<file path="src/include/scan_pkg.sv">
package scan_pkg;
   // clock rate and time units
   localparam int unsigned CLK_MHZ = 125;
   localparam int unsigned NS_PER_CLK = 8;
   localparam int unsigned CYC_PER_US = 1000 / NS_PER_CLK;
   // phase time figures, microseconds, PERIPH_T_MS in milliseconds
   localparam int unsigned OVERSEE_US = 3500;
   localparam int unsigned IN_WORD_US = 70;
   localparam int unsigned OUT_WORD_US = 40;
   localparam int unsigned RIO_MASTER_US = 1300;
   localparam int unsigned RIO_SLAVE_US = 200;
   localparam int unsigned HOST_UNIT_US = 8000;
   localparam int unsigned NET_UNIT_US = 1500;
   localparam int unsigned NET_EXTRA_US = 10000;
   localparam int unsigned PERIPH_US = 800;
   localparam int unsigned PERIPH_T_MS = 13;
   // peripheral share of a long cycle, 0.06 as 6/100
   localparam int unsigned PERIPH_NUM = 6;
   localparam int unsigned PERIPH_DEN = 100;
   // cycle-time thresholds, milliseconds; INIT_US in microseconds
   localparam int unsigned HST_WARN_MS = 10;
   localparam int unsigned CP002_WARN_MS = 20;
   localparam int unsigned ERR_FLAG_MS = 100;
   localparam int unsigned CP02_WARN_MS = 200;
   localparam int unsigned HARD_LIMIT_MS = 6500;
   localparam int unsigned INIT_US = 100;
   localparam int unsigned DEF_WDT_MS = 130;
   // counts of cycles
   localparam int unsigned US_CYC = CYC_PER_US;
   localparam int unsigned MS_CYC = 1000 * CYC_PER_US;
   // fatal code and flag bit address
   localparam logic [7:0] FATAL_WDT = 8'h9f;
   localparam logic [15:0] CYC_ERR_BIT = 16'h62dd;
   // timer numbers affected by long cycles
   localparam logic [9:0] HST_TN_LO = 10'h010;
   localparam logic [9:0] HST_TN_HI = 10'h1ff;
   // reset values
   localparam logic [15:0] WORD_RST = 16'h0000;
   localparam logic [31:0] CNT_RST = 32'h0000_0000;

   typedef enum logic [8:0] {
      ST_INIT   = 9'h001,
      ST_IO     = 9'h002,
      ST_HOST   = 9'h004,
      ST_PERIPH = 9'h008,
      ST_NET    = 9'h010,
      ST_OVER   = 9'h020,
      ST_PROG   = 9'h040,
      ST_CALC   = 9'h080,
      ST_HALT   = 9'h100
   } phase_t;

   // rack population, set by straps
   typedef struct packed {
      logic [7:0] in_words;
      logic [7:0] out_words;
      logic [3:0] rio_masters;
      logic [5:0] rio_slaves;
      logic [3:0] host_units;
      logic [3:0] net_units;
      logic periph_present;
   } config_t;

   // cycle health summary
   typedef struct packed {
      logic cyc_err;
      logic hst_inacc;
      logic cp002_inacc;
      logic cp01_inacc;
      logic cp02_inacc;
   } health_t;
endpackage

</file>
<file path="src/hdl/scan_cycle_sequencer_watchdog.sv">
`timescale 1ns/100ps
`default_nettype none
// How it works
// RULE1 - three init steps once, then endless cycles
// RULE2 - phases run in the fixed documented order
// RULE3 - overseeing lasts 3.5 ms, reloads watchdog
// RULE4 - calc phase measures, pads minimum, reloads watchdog
// RULE5 - io refresh 70 us in, 40 us out
// RULE6 - plus 1.3 ms per master, 0.2 ms slave
// RULE7 - inputs sampled, outputs driven during io refresh
// RULE8 - host link at most 8 ms per unit
// RULE9 - network link 1.5 ms per unit plus 10 ms
// RULE10 - peripheral time 0, 0.8 ms or T x 0.06
// RULE11 - remote master serviced once per cycle only
// RULE12 - watchdog overrun gives code 9f, halts
// RULE13 - instruction may extend watchdog set value
// RULE14 - cycle of 100 ms sets error flag
// RULE15 - cycle of 6500 ms halts regardless
// RULE16 - 10 ms cycle flags high-speed timer inaccuracy
// RULE17 - 20/100/200 ms flag clock-pulse inaccuracy
// RULE18 - phases never overlap; cycle measured io to io
module scan_cycle_sequencer_watchdog #(
   parameter int unsigned MS_CYCLES = scan_pkg::MS_CYC,  // not used; shortening US_CYCLES shortens simulation
   parameter int unsigned US_CYCLES = scan_pkg::US_CYC
) (
   input wire logic i_core_clk,
   input wire logic i_sys_rst,
   input wire scan_pkg::config_t i_cfg,
   input wire logic [15:0] i_in_pins,
   input wire logic i_host_req,
   input wire logic i_periph_req,
   input wire logic i_net_req,
   input wire logic i_prog_done,
   input wire logic [15:0] i_min_cycle_ms,
   input wire logic i_wdt_ext_stb,
   input wire logic [15:0] i_wdt_ext_ms,
   input wire logic [9:0] i_hst_timer_number,
   output logic [15:0] o_out_pins,
   output logic [15:0] o_in_bits,
   input wire logic [15:0] i_out_bits,
   output logic o_rio_refresh,
   output scan_pkg::phase_t o_phase,
   output logic o_cycle_start,
   output logic [31:0] o_cycle_us,
   output scan_pkg::health_t o_health,
   output logic o_hst_timer_risk,
   output logic [7:0] o_fatal_error_code,
   output logic o_halted
);
   scan_pkg::phase_t phase_r;          // current phase
   logic [1:0] init_r;                 // init step index
   logic [31:0] tick_r;                // cycles within the current microsecond
   logic [31:0] ph_us_r;               // microseconds spent in phase
   logic [31:0] cyc_us_r;              // microseconds since io refresh start
   logic [31:0] last_cyc_us_r;         // last completed cycle length
   logic [31:0] wdt_us_r;              // watchdog run count
   logic [31:0] wdt_set_ms_r;          // watchdog set value
   logic [31:0] ph_budget;             // budget of current phase
   logic us_tick;                      // one microsecond elapsed
   logic ph_end;                       // current phase done
   logic wdt_reload;                   // watchdog restart
   logic wdt_trip;
   logic hard_trip;

   // converts a millisecond figure to microseconds
   function automatic logic [31:0] ms_to_us(input logic [31:0] ms);
      ms_to_us = ms * 32'd1000;
   endfunction

   assign us_tick = (tick_r == US_CYCLES - 1);

   // microsecond prescaler, one per clock rather than a huge counter per phase
   always_ff @(posedge i_core_clk) begin
      if (i_sys_rst || us_tick) begin
         tick_r <= scan_pkg::CNT_RST;
      end else begin
         tick_r <= tick_r + 32'd1;
      end
   end

   // per-phase time budget
   always_comb begin
      ph_budget = 32'd1;
      case (phase_r)
         scan_pkg::ST_INIT: ph_budget = scan_pkg::INIT_US;
         scan_pkg::ST_IO: begin
            ph_budget = 32'(i_cfg.in_words) * scan_pkg::IN_WORD_US
                      + 32'(i_cfg.out_words) * scan_pkg::OUT_WORD_US      // see RULE5
                      + 32'(i_cfg.rio_masters) * scan_pkg::RIO_MASTER_US
                      + 32'(i_cfg.rio_slaves) * scan_pkg::RIO_SLAVE_US;  // see RULE6
         end
         scan_pkg::ST_HOST: ph_budget = 32'(i_cfg.host_units) * scan_pkg::HOST_UNIT_US; // see RULE8
         scan_pkg::ST_PERIPH: begin
            if (!i_cfg.periph_present) begin
               ph_budget = 32'd0;                                        // see RULE10
            end else if (last_cyc_us_r <= ms_to_us(scan_pkg::PERIPH_T_MS)) begin
               ph_budget = scan_pkg::PERIPH_US;                          // see RULE10
            end else begin
               ph_budget = last_cyc_us_r * scan_pkg::PERIPH_NUM / scan_pkg::PERIPH_DEN; // see RULE10
            end
         end
         scan_pkg::ST_NET: begin
            ph_budget = 32'(i_cfg.net_units) * scan_pkg::NET_UNIT_US
                      + ((i_cfg.net_units != 4'h0) ? scan_pkg::NET_EXTRA_US : 32'd0); // see RULE9
         end
         scan_pkg::ST_OVER: ph_budget = scan_pkg::OVERSEE_US;            // see RULE3
         scan_pkg::ST_PROG: ph_budget = 32'hffff_ffff;
         scan_pkg::ST_CALC: ph_budget = ms_to_us(32'(i_min_cycle_ms));   // see RULE4
         default: ph_budget = 32'd1;
      endcase
   end

   // phase end: link phases may finish early when units go idle, never overrun
   always_comb begin
      ph_end = 1'b0;
      case (phase_r)
         scan_pkg::ST_HOST: ph_end = (ph_us_r >= ph_budget) || !i_host_req;     // see RULE8
         scan_pkg::ST_PERIPH: ph_end = (ph_us_r >= ph_budget) || !i_periph_req;
         scan_pkg::ST_NET: ph_end = (ph_us_r >= ph_budget) || !i_net_req;       // see RULE9
         scan_pkg::ST_PROG: ph_end = i_prog_done;
         scan_pkg::ST_CALC: ph_end = (cyc_us_r >= ph_budget);                   // see RULE4
         scan_pkg::ST_HALT: ph_end = 1'b0;
         default: ph_end = (ph_us_r >= ph_budget);
      endcase
   end

   // watchdog restart at overseeing entry and calc exit
   assign wdt_reload = (phase_r == scan_pkg::ST_OVER && ph_us_r == 32'd0)     // see RULE3
                    || (phase_r == scan_pkg::ST_CALC && ph_end);                // see RULE4
   assign wdt_trip = (wdt_us_r >= ms_to_us(wdt_set_ms_r));                      // see RULE12
   assign hard_trip = (cyc_us_r >= ms_to_us(scan_pkg::HARD_LIMIT_MS));          // see RULE15

   // phase sequencer, strictly one phase at a time
   always_ff @(posedge i_core_clk) begin
      if (i_sys_rst) begin
         phase_r <= scan_pkg::ST_INIT;
         init_r <= 2'd0;
      end else if (phase_r != scan_pkg::ST_INIT && phase_r != scan_pkg::ST_HALT
                   && (wdt_trip || hard_trip)) begin
         phase_r <= scan_pkg::ST_HALT;                                 // see RULE12 see RULE15
      end else if (ph_end) begin
         case (phase_r)
            scan_pkg::ST_INIT: begin
               init_r <= init_r + 2'd1;
               if (init_r == 2'd2) begin
                  phase_r <= scan_pkg::ST_IO;                          // see RULE1
               end
            end
            scan_pkg::ST_IO: phase_r <= scan_pkg::ST_HOST;             // see RULE2 see RULE18
            scan_pkg::ST_HOST: phase_r <= scan_pkg::ST_PERIPH;
            scan_pkg::ST_PERIPH: phase_r <= scan_pkg::ST_NET;
            scan_pkg::ST_NET: phase_r <= scan_pkg::ST_OVER;
            scan_pkg::ST_OVER: phase_r <= scan_pkg::ST_PROG;
            scan_pkg::ST_PROG: phase_r <= scan_pkg::ST_CALC;
            scan_pkg::ST_CALC: phase_r <= scan_pkg::ST_IO;             // see RULE1
            default: phase_r <= scan_pkg::ST_HALT;
         endcase
      end
   end

   // time spent in phase, cleared at each phase end but not on a trip into halt
   always_ff @(posedge i_core_clk) begin
      if (i_sys_rst || ph_end) begin
         ph_us_r <= scan_pkg::CNT_RST;
      end else if (us_tick && ph_us_r != 32'hffff_ffff) begin
         ph_us_r <= ph_us_r + 32'd1;
      end
   end

   // cycle timer, from io refresh start to next io refresh start
   always_ff @(posedge i_core_clk) begin
      if (i_sys_rst) begin
         cyc_us_r <= scan_pkg::CNT_RST;
         last_cyc_us_r <= scan_pkg::CNT_RST;
      end else if (phase_r == scan_pkg::ST_CALC && ph_end) begin
         cyc_us_r <= scan_pkg::CNT_RST;                                // see RULE18
         last_cyc_us_r <= cyc_us_r;                                    // see RULE4
      end else if (phase_r != scan_pkg::ST_INIT && phase_r != scan_pkg::ST_HALT && us_tick) begin
         cyc_us_r <= cyc_us_r + 32'd1;
      end
   end

   // watchdog counter
   always_ff @(posedge i_core_clk) begin
      if (i_sys_rst || wdt_reload) begin
         wdt_us_r <= scan_pkg::CNT_RST;
      end else if (us_tick && phase_r != scan_pkg::ST_INIT && phase_r != scan_pkg::ST_HALT) begin
         wdt_us_r <= wdt_us_r + 32'd1;
      end
   end

   // set value: default, or default plus the last extend figure, never below default
   always_ff @(posedge i_core_clk) begin
      if (i_sys_rst) begin
         wdt_set_ms_r <= scan_pkg::DEF_WDT_MS;
      end else if (i_wdt_ext_stb && phase_r == scan_pkg::ST_PROG) begin
         wdt_set_ms_r <= scan_pkg::DEF_WDT_MS + 32'(i_wdt_ext_ms);    // see RULE13
      end
   end

   // fatal code latch; stays until reset
   always_ff @(posedge i_core_clk) begin
      if (i_sys_rst) begin
         o_fatal_error_code <= 8'h00;
      end else if (phase_r != scan_pkg::ST_INIT && phase_r != scan_pkg::ST_HALT
                   && (wdt_trip || hard_trip)) begin
         o_fatal_error_code <= scan_pkg::FATAL_WDT;                    // see RULE12 see RULE15
      end
   end

   // pin refresh only in io phase, held otherwise
   always_ff @(posedge i_core_clk) begin
      if (i_sys_rst) begin
         o_in_bits <= scan_pkg::WORD_RST;
         o_out_pins <= scan_pkg::WORD_RST;
      end else if (phase_r == scan_pkg::ST_IO && ph_us_r == 32'd0) begin
         o_in_bits <= i_in_pins;                                       // see RULE7
         o_out_pins <= i_out_bits;                                     // see RULE7
      end
   end

   // one remote master exchange per cycle, the clock after io entry
   // keyed to the start pulse so a slow tick cannot repeat it
   always_ff @(posedge i_core_clk) begin
      if (i_sys_rst) begin
         o_rio_refresh <= 1'b0;
      end else begin
         o_rio_refresh <= o_cycle_start && (i_cfg.rio_masters != 4'h0); // see RULE11
      end
   end

   // cycle start pulse, one clock at io entry
   always_ff @(posedge i_core_clk) begin
      if (i_sys_rst) begin
         o_cycle_start <= 1'b0;
      end else begin
         o_cycle_start <= ph_end && (phase_r == scan_pkg::ST_CALC ||
                          (phase_r == scan_pkg::ST_INIT && init_r == 2'd2));
      end
   end

   // health flags from the last completed cycle
   always_ff @(posedge i_core_clk) begin
      if (i_sys_rst) begin
         o_health <= '0;
      end else if (phase_r == scan_pkg::ST_CALC && ph_end) begin
         o_health.cyc_err <= cyc_us_r >= ms_to_us(scan_pkg::ERR_FLAG_MS);       // see RULE14
         o_health.hst_inacc <= cyc_us_r >= ms_to_us(scan_pkg::HST_WARN_MS);     // see RULE16
         o_health.cp002_inacc <= cyc_us_r >= ms_to_us(scan_pkg::CP002_WARN_MS); // see RULE17
         o_health.cp01_inacc <= cyc_us_r >= ms_to_us(scan_pkg::ERR_FLAG_MS);    // see RULE17
         o_health.cp02_inacc <= cyc_us_r >= ms_to_us(scan_pkg::CP02_WARN_MS);   // see RULE17
      end
   end

   // timer number range check for long cycles
   assign o_hst_timer_risk = o_health.hst_inacc && (i_hst_timer_number >= scan_pkg::HST_TN_LO)
                           && (i_hst_timer_number <= scan_pkg::HST_TN_HI);      // see RULE16

   assign o_phase = phase_r;
   assign o_cycle_us = last_cyc_us_r;
   assign o_halted = (phase_r == scan_pkg::ST_HALT);
endmodule
`default_nettype wire

</file>
<file path="config.mk">
export PLATFORM = sky130hd
export DESIGN_NAME = scan_cycle_sequencer_watchdog
export DESIGN_NICKNAME = d
export VERILOG_FILES = /design/src/include/scan_pkg.sv /design/src/hdl/scan_cycle_sequencer_watchdog.sv
export SDC_FILE = /design/constraint.sdc
export NUM_CORES = 1
export LEC_CHECK = 0
export BUFFER_PORTS_ARGS = -buffer_cell sky130_fd_sc_hd__clkbuf_2
export CAP_MARGIN = 20
export CORE_ASPECT_RATIO = 1.4
export CORE_MARGIN = 8
export CORE_UTILIZATION = 40
export CTS_CLUSTER_DIAMETER = 50
export DETAILED_ROUTE_END_ITERATION = 6
export SYNTH_ARGS = -nofsm -noshare
export SYNTH_HDL_FRONTEND = slang
export SYNTH_SLANG_ARGS = --single-unit
</file>
<file path="constraint.sdc">
create_clock -name i_core_clk -period 25.2 [get_ports i_core_clk]
set_input_delay 2.52 -clock i_core_clk [delete_from_list [all_inputs] [get_ports i_core_clk]]
set_output_delay 2.52 -clock i_core_clk [all_outputs]
set_load 0.05 [all_outputs]
</file>
# Word-level counts from Yosys, hierarchy flattened
# Index checks and enable logic that the tools add are counted.
# Widths: inputs -> output; s select.
totals:
  n_memories: 0
  ff_bits: 242
  input_bits: 116
  output_inout_bits: 90
  ram_bits: 0
  latch_bits: 0
  wordCells: 111
  rom_bits: 0
classes:
  muxes: 9
  bitwise_logic: 1
  div: 1
  magnitude_cmp: 11
  eq_ne: 16
  mul: 9
  addsub: 10
  reduce_logical: 36
  n_shift: 0
ops:
  columns: ["cell", "count"]
  rows:
  - ["$pmux 32 s8", 1]
  - ["$add 32x1->32 const B", 4]
  - ["$ge 32x32->1", 3]
  - ["$pmux 9 s8", 1]
  - ["$mux 32", 2]
  - ["$add 15x14->16", 2]
  - ["$div 32x7->32 const B", 1]
  - ["$eq 32x7->1 const B", 1]
  - ["$ge 32x14->1 const B", 1]
  - ["$ge 32x15->1 const B", 1]
  - ["$ge 32x17->1 const B", 1]
  - ["$ge 32x18->1 const B", 1]
  - ["$ge 32x23->1 const B", 1]
  - ["$le 32x14->1 const B", 1]
  - ["$logic_not 32->1", 1]
  - ["$mul 32x2->31 const B", 1]
  - ["$mul 32x7->29 const B", 1]
  - ["$ne 32x32->1 const B", 1]
  - ["$mux 9", 3]
  - ["$mul 4x9->13 const B", 2]
  - ["$mul 16x7->23 const B", 1]
  - ["$add 17x14->18", 1]
  - ["$add 16x15->17", 1]
  - ["$add 8x16->17 const A", 1]
  - ["other kinds (32)", 59]

# Longest topological paths before layout
# Gate-level depths: netlist of the first run.
depth:
  word_depth: 11
  ltp_mapped: 122
  ltp_nobuf: 113

# Worst setup path before layout of the first run
# Ideal clock, no wire load.
synth_path:
  kind: "flip-flop to flip-flop"
  start: "register last_cyc_us_r[1] (netlist: o_cycle_us[1])"
  end: "register ph_us_r[10]"
  path_stages_with_launch: 117
  slack_ns: 2.739
  arrival_time_ns: 22.396
  required_ns: 25.135
  path_buffers: 6
  setup_time_ns: 0.065
  period_less_slack_ns: 22.461
  cell_sequence: "dfxtp_1 -> ha_1 -> inv_1 -> fa_1 -> o21bai_1 -> o21a_1 -> o21ai_1 -> a211oi_1 -> o21ai_1 -> a21oi_2 -> xor2_1 -> buf_2 -> a21oi_1 -> a2111oi_0 -> a31oi_1 -> and3_1 -> a2111oi_4 -> or2_1 -> (+81 left out) -> nor2b_1 -> o21ai_0 -> nand2b_1 -> a21oi_1 -> nor2b_1 -> o21ai_0 -> nand2b_1 -> a21oi_1 -> nor2b_1 -> o21ai_0 -> nand2b_1 -> a21oi_1 -> nor4_1 -> or4_1 -> or2_2 -> clkbuf_1 -> clkbuf_1 -> nor2_1"
synth_via:
  elab_chain_len: 9
  elab_cells_between_ends: 13
  classes_between: "mul: 1; div: 1; order compare: 3; mux: 4; reduce/logical: 4"
synth_rtl:
  columns: ["element", "line", "rtl"]
  rows:
  - ["start: declaration", "scan_cycle_sequencer_watchdog.sv:55", "logic [31:0] last_cyc_us_r;"]
  - ["start signal: assignment", "scan_cycle_sequencer_watchdog.sv:174", "last_cyc_us_r <= scan_pkg::CNT_RST;"]
  - ["start signal: assignment", "scan_cycle_sequencer_watchdog.sv:177", "last_cyc_us_r <= cyc_us_r;"]
  - ["$mul 32x2->31", "scan_cycle_sequencer_watchdog.sv:99", "ph_budget = last_cyc_us_r * scan_pkg::PERIPH_NUM / scan_pkg::PERIPH_DEN;"]
  - ["$div 32x7->32", "scan_cycle_sequencer_watchdog.sv:99", null]
  - ["$mux 32 *", "scan_cycle_sequencer_watchdog.sv:96", "end else if (last_cyc_us_r <= ms_to_us(scan_pkg::PERIPH_T_MS)) begin"]
  - ["$mux 32 *", "scan_cycle_sequencer_watchdog.sv:94", "if (!i_cfg.periph_present) begin"]
  - ["$pmux 32 s8 *", "scan_cycle_sequencer_watchdog.sv:84", "case (phase_r)"]
  - ["$ge 32x32->1", null, null]
  - ["$logic_or 1x1->1, on equally long branches", "scan_cycle_sequencer_watchdog.sv:119, scan_cycle_sequencer_watchdog.sv:117, scan_cycle_sequencer_watchdog.sv:118", null]
  - ["$pmux 1 s6 *", "scan_cycle_sequencer_watchdog.sv:116", "case (phase_r)"]
  - ["$logic_or 1x1->1 *", "scan_cycle_sequencer_watchdog.sv:163", "if (i_sys_rst || ph_end) begin"]
  - ["end signal: assignment", "scan_cycle_sequencer_watchdog.sv:164", "ph_us_r <= scan_pkg::CNT_RST;"]
  - ["end signal: assignment", "scan_cycle_sequencer_watchdog.sv:166", "ph_us_r <= ph_us_r + 32'd1;"]
  - ["end: declaration", "scan_cycle_sequencer_watchdog.sv:53", "logic [31:0] ph_us_r;"]
# Mark *: on every way between the ends. The rest lies on a longest branch, timed or not.
# A chain may end at the register's enable or synchronous reset.

# Final worst setup path of the first run
layout_path:
  start: "register last_cyc_us_r[0] (netlist: o_cycle_us[0])"
  end: "register ph_us_r[25]"
# The elaborated chain is that of the path after synthesis.

==> results of run 1 <==
worst paths after layout:
path / startpoint / endpoint / slack (ps) / depth (start not counted)
setup / recovery: o_cycle_us[0] / ph_us_r[25] / 1410 / 114
hold / removal: o_cycle_start / o_rio_refresh / 480 / 1
setup reg to reg: o_cycle_us[0] / ph_us_r[25] / 1410 / 114
hold reg to reg: o_cycle_start / o_rio_refresh / 480 / 1
where the power goes:
group	leakage (nW)	switching [mW]	internal, mW
Combinational	12.2	0.381	0.276
Sequential	1.83	0.000511	0.359
Clock	0.593	0.196	0.315
stage by stage:
stage                     std cells  total power, mW
after floorplan                3474            0.845
after global placement         4662             1.03
after detailed placement       4662             1.03
after CTS                      4722             1.55
after global routing           4747             1.63
final                          4749             1.53
cells in the final DEF, fill, tap and decap left out, types with 37 or more instances in the layout:
master / count
xor2_1: 117
nand2_1: 268
clkbuf_16: 37
nand3_1: 103
a21oi_1: 251
o21ai_0: 115
nor3_1: 59
inv_1: 234
ha_1: 373
and3_1: 41
xnor2_1: 184
a21o_1: 54
mux2i_1: 52
buf_4: 178
dfxtp_1: 226
nand4_1: 47
nand2b_1: 43
nor2_1: 344
a211oi_1: 38
clkbuf_2: 198
fa_1: 154
metal layers:
metal	track usage	vias to the layer above	part of all wire
met5	0	-	0.00016
met3	0.0336	118	0.052
met2	0.348	603	0.49
li1	-	13100	-
met1	0.238	12500	0.44
met4	0.0480	2	0.021
worst max-delay path, delay by kind of cell (launching register included):
| family | cells | cell delay [ps] |
|---|---|---|
| AOI/OAI and AO/OA | 56 | 11750 |
| and+or+nand+nor | 43 | 8310 |
| adders and majority gates | 4 | 1270 |
| buffers and inverters | 6 | 900 |
| xor gates and xnor gates | 3 | 630 |
| muxes | 2 | 470 |
| DFF | 1 | 380 |
cells by family (layout without fill, tap and decap cells):
group	after synthesis	count (layout)	synth area share
xor gates and xnor gates	313	313	0.0969
AOI/OAI and AO/OA	873	873	0.216
muxes	66	66	0.0235
other	1	4	0.000130
adders and majority gates	534	534	0.271
buffers and inverters	347	676	0.0496
DFF	227	227	0.157
and+or+nand+nor	1112	1112	0.185
flip-flops by register name (all words and copies together) (netlist names):
signal              count
o_in_bits              16
init_r                  2
o_phase                 9
ph_us_r                32
wdt_us_r               32
o_fatal_error_code      1
tick_r                 32
o_health                4
wdt_set_ms_r           17
o_cycle_start           1
o_rio_refresh           1
o_cycle_us             32
cyc_us_r               32
o_out_pins             16
what timing repair did:
action / 4_1_cts / 5_1_grt
setup buffers: 0 / 25
endpoints found under the setup margin: 0 / 108
resized for setup: 0 / 104
area by class of cell:
type                       instances  area (µm²)
inverter                         236         886
clock buffer                      42         985
tap                              944        1180
fill                            7136       37900
sequential                       227        4550
clock inverter                    18         231
antenna                            2        5.00
multi-input combinational       2900       23400
timing repair buffer             380        2400
==> flow_summary.yaml, run 1 <==
clock_network:
  clkTransAtPathRegs_ps: 60
  clock_sinks: 227
  hold_buffers: 0
  clock_latency_ps: 550
  cts_tree: "built"
  root_buffer: "clkbuf_16"
  h-tree-depth: 2
  numCtsBuffers: 35
  cts_buffer_depth: 3
power:
  p_per_area_mw_per_mm2: 45.4
  p_leak_nw: 14.6
  irDropWorstVdd_mv: 0.0586
die:
  die_w_um: 243
  core_mm2: 0.0716
  die_y_um: 334
  io_pins: 206
  fp-row-count: 116
  initial_core_util: 0.404
  die_area_mm2: 0.0812
synth:
  ys_seq_area_frac: 0.157
  ys_types: 138
  yosysWarnings: 0
  synth-seq-cells: 227
  synth_area_mm2: 0.0289
  postSynthCellCount: 3473
  synth_edf_count: 0
  yosys.area.top_type: "ha_1"
  postSynthAreaPerCell_um2: 8.32
  synth_ff_type: "dfxtp_1"
  synth_common_cells: "373 x ha_1, 348 x nor2_1, 270 x nand2_1, 255 x a21oi_1, 234 x inv_1"
  synth_area_leaders: "ha_1 16%, dfxtp_1 16%, fa_1 11%"
  synth_most_common_cell: "ha_1"
  synth_top_cell_area_share: 0.162
  async_flop_share: 0
routing:
  first_pass_iters: 5
  drt_iter0_drc: 1438
  antenna_left: 0
  drc_errors: 0
  vias: 26300
  wl_um: 82300
  wl_per_cell_um: 17.3
  viasPerCell: 5.54
final_layout:
  fin_util: 0.471
  drive_gt1_frac: 0.164
  area_growth_syn_to_layout_pct: 16.6
  final_area_mm2: 0.0337
  fin_nets: 4424
grt:
  antenna_found_initial: 3
  gr-total-overflow: 0
  grt_pass1_vias: 25800
  grt_start_max_net_pins: 55
  grt_pass1_wl_um: 133000
  grt_usage: 0.194
timing:
  period_share: 0.944
  min_period_ps: 23790
  hold_viol_final: 0
  final_max_slew_viol_count: 0
  slew_headroom: 0.293
  fmax_mhz: 42.0
  finalSetupTns_ps: 0
  fin_ws_ps: 1410
  fin_skew_ps: 26.8
  hold_slack_ps: 480
  setup_viol: 0
  worst_slew_pin_slew_ps: 1060
min_path:
  hp-class: "reg -> reg"
outcome:
  outcome: "completed"
job:
  cap_viol_max_count: 0
placement:
  pre_cts_ws_ps: 616
  dpl-instance-area_mm2: 0.0317
  place.gp.congestion: 0.902
  hpwl_um: 66800
  portBuffers: 199
worst_setup_path:
  crit_required_ps: 25680
  start_kind: "register"
  cpPeakStageDelay_ps: 670
  cp_common_cell: "a21oi_1"
  path_max_fanout: 26
  cp.arrival_ps: 24260
  critPathKind: "reg -> reg"
  end_kind: "register"
  slowest_stage: "a2111oi_1"
(Power assumes the default switching activity.)
==> run 2, diff against run 1 <==
==> constraint.sdc (replaced) <==
create_clock -name i_core_clk -period 25.2 [get_ports i_core_clk]
set_input_delay 1.26 -clock i_core_clk [delete_from_list [all_inputs] [get_ports i_core_clk]]
set_output_delay 1.26 -clock i_core_clk [all_outputs]
set_load 0.05 [all_outputs]
==> run 2 against run 1 <==
Effect of this change:
- count of clock-buffer cells in the layout is 2 higher
- die area unchanged
- critical path depth grew 1
- hold slack got worse by 9.8 ps
- register-to-register slack improved by 30 ps
- clock power grew 4.9%
- maximum frequency grew 0.11%
- global-route usage rose by 0.13 points
- largest cell class unchanged
==> flow_summary.yaml, run 2 (synthesized netlist as in run 1, its figures left out) <==
routing:
  drc_errors: 0
  wl_um: 82700
  viasPerCell: 5.56
  vias: 26600
  antenna_left: 0
  wl_per_cell_um: 17.3
  drt_iter0_drc: 1492
  first_pass_iters: 6
die:
  core_mm2: 0.0716
  initial_core_util: 0.404
  fp-row-count: 116
  die_y_um: 334
  die_w_um: 243
  die_area_mm2: 0.0812
  io_pins: 206
job:
  cap_viol_max_count: 0
worst_setup_path:
  critPathKind: "reg -> reg"
  cp-startpoint: "o_cycle_us[25]"
  end_kind: "register"
  slowest_stage: "or4b_4"
  cpPeakStageDelay_ps: 570
  cp.arrival_ps: 24220
  timing.rr.start: "o_cycle_us[25]"
  path_max_fanout: 10
  start_kind: "register"
  cp_common_cell: "a21oi_1"
  crit_required_ps: 25660
power:
  irDropWorstVdd_mv: 0.0510
  p_leak_nw: 14.8
  p_per_area_mw_per_mm2: 45.8
placement:
  place.gp.congestion: 0.904
  pre_cts_ws_ps: 451
  portBuffers: 199
  hpwl_um: 67000
  dpl-instance-area_mm2: 0.0318
  placed_cells: 4675
timing:
  worst_slew_pin_slew_ps: 1120
  setup_viol: 0
  fin_skew_ps: 26.3
  hold_viol_final: 0
  period_share: 0.943
  fmax_mhz: 42.1
  fin_ws_ps: 1440
  hold_slack_ps: 471
  min_period_ps: 23760
  slew_headroom: 0.246
  final_max_slew_viol_count: 0
outcome:
  outcome: "completed"
final_layout:
  fin_nets: 4448
  final_common_cell: "ha_1"
  final_area_mm2: 0.0340
  mostFrequentLayoutCells: "373 x ha_1, 344 x nor2_1, 266 x nand2_1"
  area_growth_syn_to_layout_pct: 17.7
  final_cells: 4775
  fin_util: 0.475
  drive_gt1_frac: 0.171
clock_network:
  numCtsBuffers: 36
  h-tree-depth: 2
  root_buffer: "clkbuf_16"
  clkTransAtPathRegs_ps: 60
  clock_latency_ps: 550
  cts_tree: "built"
  clock_sinks: 227
  cts_buffer_depth: 3
grt:
  grt_pass1_vias: 26000
  gr-total-overflow: 0
  grt_pass1_wl_um: 133000
  grt_start_max_net_pins: 55
  antenna_found_initial: 2
  grt_usage: 0.195
min_path:
  hp-start: "o_health[3]"
  hp-class: "reg -> reg"
## run 2: final timing paths
kind / to / cells after the start / slack, ps
worst max register to register: o_phase[1] / 115 / 1440
worst min register to register: o_health[3] / 2 / 470
worst min-delay path: o_health[3] / 2 / 470
worst max-delay path: o_phase[1] / 115 / 1440
## run 2: layer usage
metal | GRT usage | vias to the layer above | wire [µm]
met5 | 0 | - | 12
met4 | 0.0402 | 2 | 1730
met3 | 0.0341 | 124 | 4450
met2 | 0.350 | 682 | 40700
met1 | 0.242 | 12600 | 35800
li1 | - | 13100 | -
## run 2: through the flow
step	power, mW	setup TNS (ps)
after floorplan	0.845	0
after global placement	1.03	0
after detailed placement	1.03	0
after CTS	1.58	0
after global routing	1.66	-5320
final	1.56	0
## run 2: layout make-up
| class | instances | area [µm²] |
|---|---|---|
| Tap cell | 944 | 1180 |
| Clock inverter | 20 | 287 |
| Sequential cell | 227 | 4550 |
| Inverter | 236 | 886 |
| Fill cell | 7076 | 37600 |
| Multi-Input combinational cell | 2900 | 23500 |
| Timing Repair Buffer | 403 | 2590 |
| Clock buffer | 44 | 982 |
| Antenna cell | 1 | 2.50 |
## run 2: critical path, delay by kind of cell, from the launching register on
| kind | cells | cell delay (ps) |
|---|---|---|
| compound gates | 60 | 12420 |
| xor+xnor | 3 | 490 |
| fa+ha+maj | 3 | 1090 |
| buf+inv | 8 | 1180 |
| flops | 1 | 500 |
| mux | 2 | 620 |
| simple gates | 39 | 7390 |
## run 2: what timing repair did
item | in CTS | in global routing
hold buffers | 0 | 0
hold endpoints to repair | 0 | 0
setup buffers | 0 | 34
gates resized for setup | 0 | 114
setup endpoints to repair | 0 | 108
## run 2: report_power, final
group / switching, mW / internal (mW) / total (mW) / leakage, nW
clock: 0.201 / 0.335 / 0.536 / 0.620
combinational: 0.383 / 0.276 / 0.660 / 12.3
sequential: 0.000522 / 0.359 / 0.360 / 1.83
total: 0.585 / 0.970 / 1.56 / 14.8
==> run 3, diff against run 2 <==
--- a/config.mk
+++ b/config.mk
@@ -12,6 +12,7 @@
 export CORE_UTILIZATION = 40
 export CTS_CLUSTER_DIAMETER = 50
 export DETAILED_ROUTE_END_ITERATION = 6
+export PLACE_DENSITY = 0.64
 export SYNTH_ARGS = -nofsm -noshare
 export SYNTH_HDL_FRONTEND = slang
 export SYNTH_SLANG_ARGS = --single-unit
==> constraint.sdc (replaced) <==
create_clock -name i_core_clk -period 25.2 [get_ports i_core_clk]
set_input_delay 5.04 -clock i_core_clk [delete_from_list [all_inputs] [get_ports i_core_clk]]
set_output_delay 5.04 -clock i_core_clk [all_outputs]
set_load 0.05 [all_outputs]
==> run 3 against run 2 <==
Effect of this change:
- register-to-register slack got worse by 200 ps
- largest cell class unchanged
- core utilization fell by 0.61 points
- via count fell by 0.53%
- critical endpoint is now ph_us_r[19]
- flip-flop and latch count did not move
- total power fell by 8.5%
- non-clock buffer count fell by 27
- highest routed layer is now met4
- sequential power barely moved
- clock power fell by 24%
- hold slack improved by 18 ps
==> flow_summary.yaml, run 3 (synthesized netlist as in run 1, its figures left out) <==
outcome:
  outcome: "completed"
timing:
  fmax_mhz: 41.7
  hold_viol_final: 0
  min_period_ps: 23960
  final_max_slew_viol_count: 0
  fin_ws_ps: 1240
  period_share: 0.951
  worst_slew_pin_slew_ps: 1100
  slew_headroom: 0.258
  finalSetupTns_ps: 0
  setup_viol: 0
  fin_skew_ps: 17.8
grt:
  grt_start_max_net_pins: 50
  grt_usage: 0.190
  grt_pass1_vias: 26200
  antenna_found_initial: 3
  grt_pass1_wl_um: 131000
  gr-total-overflow: 0
final_layout:
  fillerInstances: 7086
  mostFrequentLayoutCells: "373 x ha_1, 342 x nor2_1, 267 x nand2_1"
  seq_area_mm2: 0.00455
  drive_gt1_frac: 0.165
  final_common_cell: "ha_1"
  multi_input_area_mm2: 0.0236
  area_growth_syn_to_layout_pct: 16.2
  fin_nets: 4411
  final_area_mm2: 0.0335
power:
  irDropWorstVdd_mv: 0.0430
  p_per_area_mw_per_mm2: 42.4
  p_leak_nw: 14.5
clock_network:
  numCtsBuffers: 26
  clock_latency_ps: 550
  cts_tree: "built"
  h-tree-depth: 1
  clkTransAtPathRegs_ps: 70
  clock_sinks: 227
  hold_buffers: 0
  root_buffer: "clkbuf_16"
  cts_buffer_depth: 3
routing:
  wl_um: 81800
  vias: 26400
  viasPerCell: 5.58
  drt_iter0_drc: 1607
  drc_errors: 0
  antenna_left: 0
  wl_per_cell_um: 17.3
  first_pass_iters: 6
placement:
  hpwl_um: 66900
  portBuffers: 199
  dpl-instance-area_mm2: 0.0316
  place.gp.congestion: 0.912
  pre_cts_ws_ps: 461
die:
  die_w_um: 243
  die_y_um: 334
  core_mm2: 0.0716
  io_pins: 206
  initial_core_util: 0.404
  fp-row-count: 116
  die_area_mm2: 0.0812
worst_setup_path:
  slowest_stage: "or4b_4"
  r2r.worst_path.cells: 113
  critPathKind: "reg -> reg"
  end_kind: "register"
  crit_required_ps: 25670
  path_max_fanout: 31
  cp_num_buf_inv: 6
  cpPeakStageDelay_ps: 580
  crit_family: "compound AO/OA/AOI/OAI gates"
  cp.arrival_ps: 24430
  worst-path-stages: 113
  start_kind: "register"
  cp_common_cell: "nand2b_1"
job:
  cap_viol_max_count: 0
min_path:
  holdPathStages: 1
  hp-class: "reg -> reg"
==> run 3: cell count changes in the layout (fill, tap and decap cells not counted), moves of 3 or more <==
cell,previous run,this run
a21oi_2,9,12
dfxtp_2,1,5
xor2_2,4,1
a21oi_1,251,247
o21ai_1,22,19
buf_4,199,175
inv_8,6,1
clkbuf_16,37,27
dfxtp_1,226,222
nor3_1,59,56
==> run 3: stage by stage <==
stage | hold slack, ps | utilization | power, mW | std cells
CTS | 489 | 0.454 | 1.44 | 4689
detailed placement | 471 | 0.441 | 1.03 | 4643
floorplan | 453 | - | 0.845 | 3474
global placement | 473 | 0.441 | 1.02 | 4643
global route | 500 | 0.469 | 1.52 | 4731
finish | 489 | 0.469 | 1.42 | 4732
==> run 3: final timing paths <==
kind | from | end | slack (ps)
max | o_cycle_us[7] | ph_us_r[19] | 1240
min | o_cycle_start | o_rio_refresh | 490
max reg2reg | o_cycle_us[7] | ph_us_r[19] | 1240
min reg2reg | o_cycle_start | o_rio_refresh | 490
==> run 3: per-layer routing <==
metal	track usage	part of all wire
met1	0.230	0.42
met2	0.347	0.50
met3	0.0285	0.055
met4	0.0520	0.026
met5	0	0
==> run 3: area by class of cell <==
class / instances / share of cell area
Inverter: 236 / 0.0264
Antenna cell: 3 / 0.000224
Clock buffer: 34 / 0.0221
Multi-Input combinational cell: 2900 / 0.704
Sequential cell: 227 / 0.136
Tap cell: 944 / 0.0352
Clock inverter: 12 / 0.00545
Timing Repair Buffer: 376 / 0.0705
==> run 3: report_power, final <==
part,internal [mW],switching [mW]
clock,0.249,0.158
sequential,0.359,0.000520
combinational,0.276,0.380
total,0.884,0.539
==> run 3: what timing repair did <==
item                                    in CTS  in global routing
resized for setup                            0                137
endpoints found under the setup margin       0                108
buffers inserted                             0                 40
==> run 3: worst register-to-register path, delay by kind of cell (launching register included) <==
kind | cells | cell delay (ps)
AO/OA/AOI/OAI | 61 | 12780
buffers and inverters | 6 | 1140
flip-flops | 1 | 490
AND/OR/NAND/NOR | 42 | 8320
adder cells (fa/ha/maj) | 3 | 1040
XOR/XNOR | 1 | 120
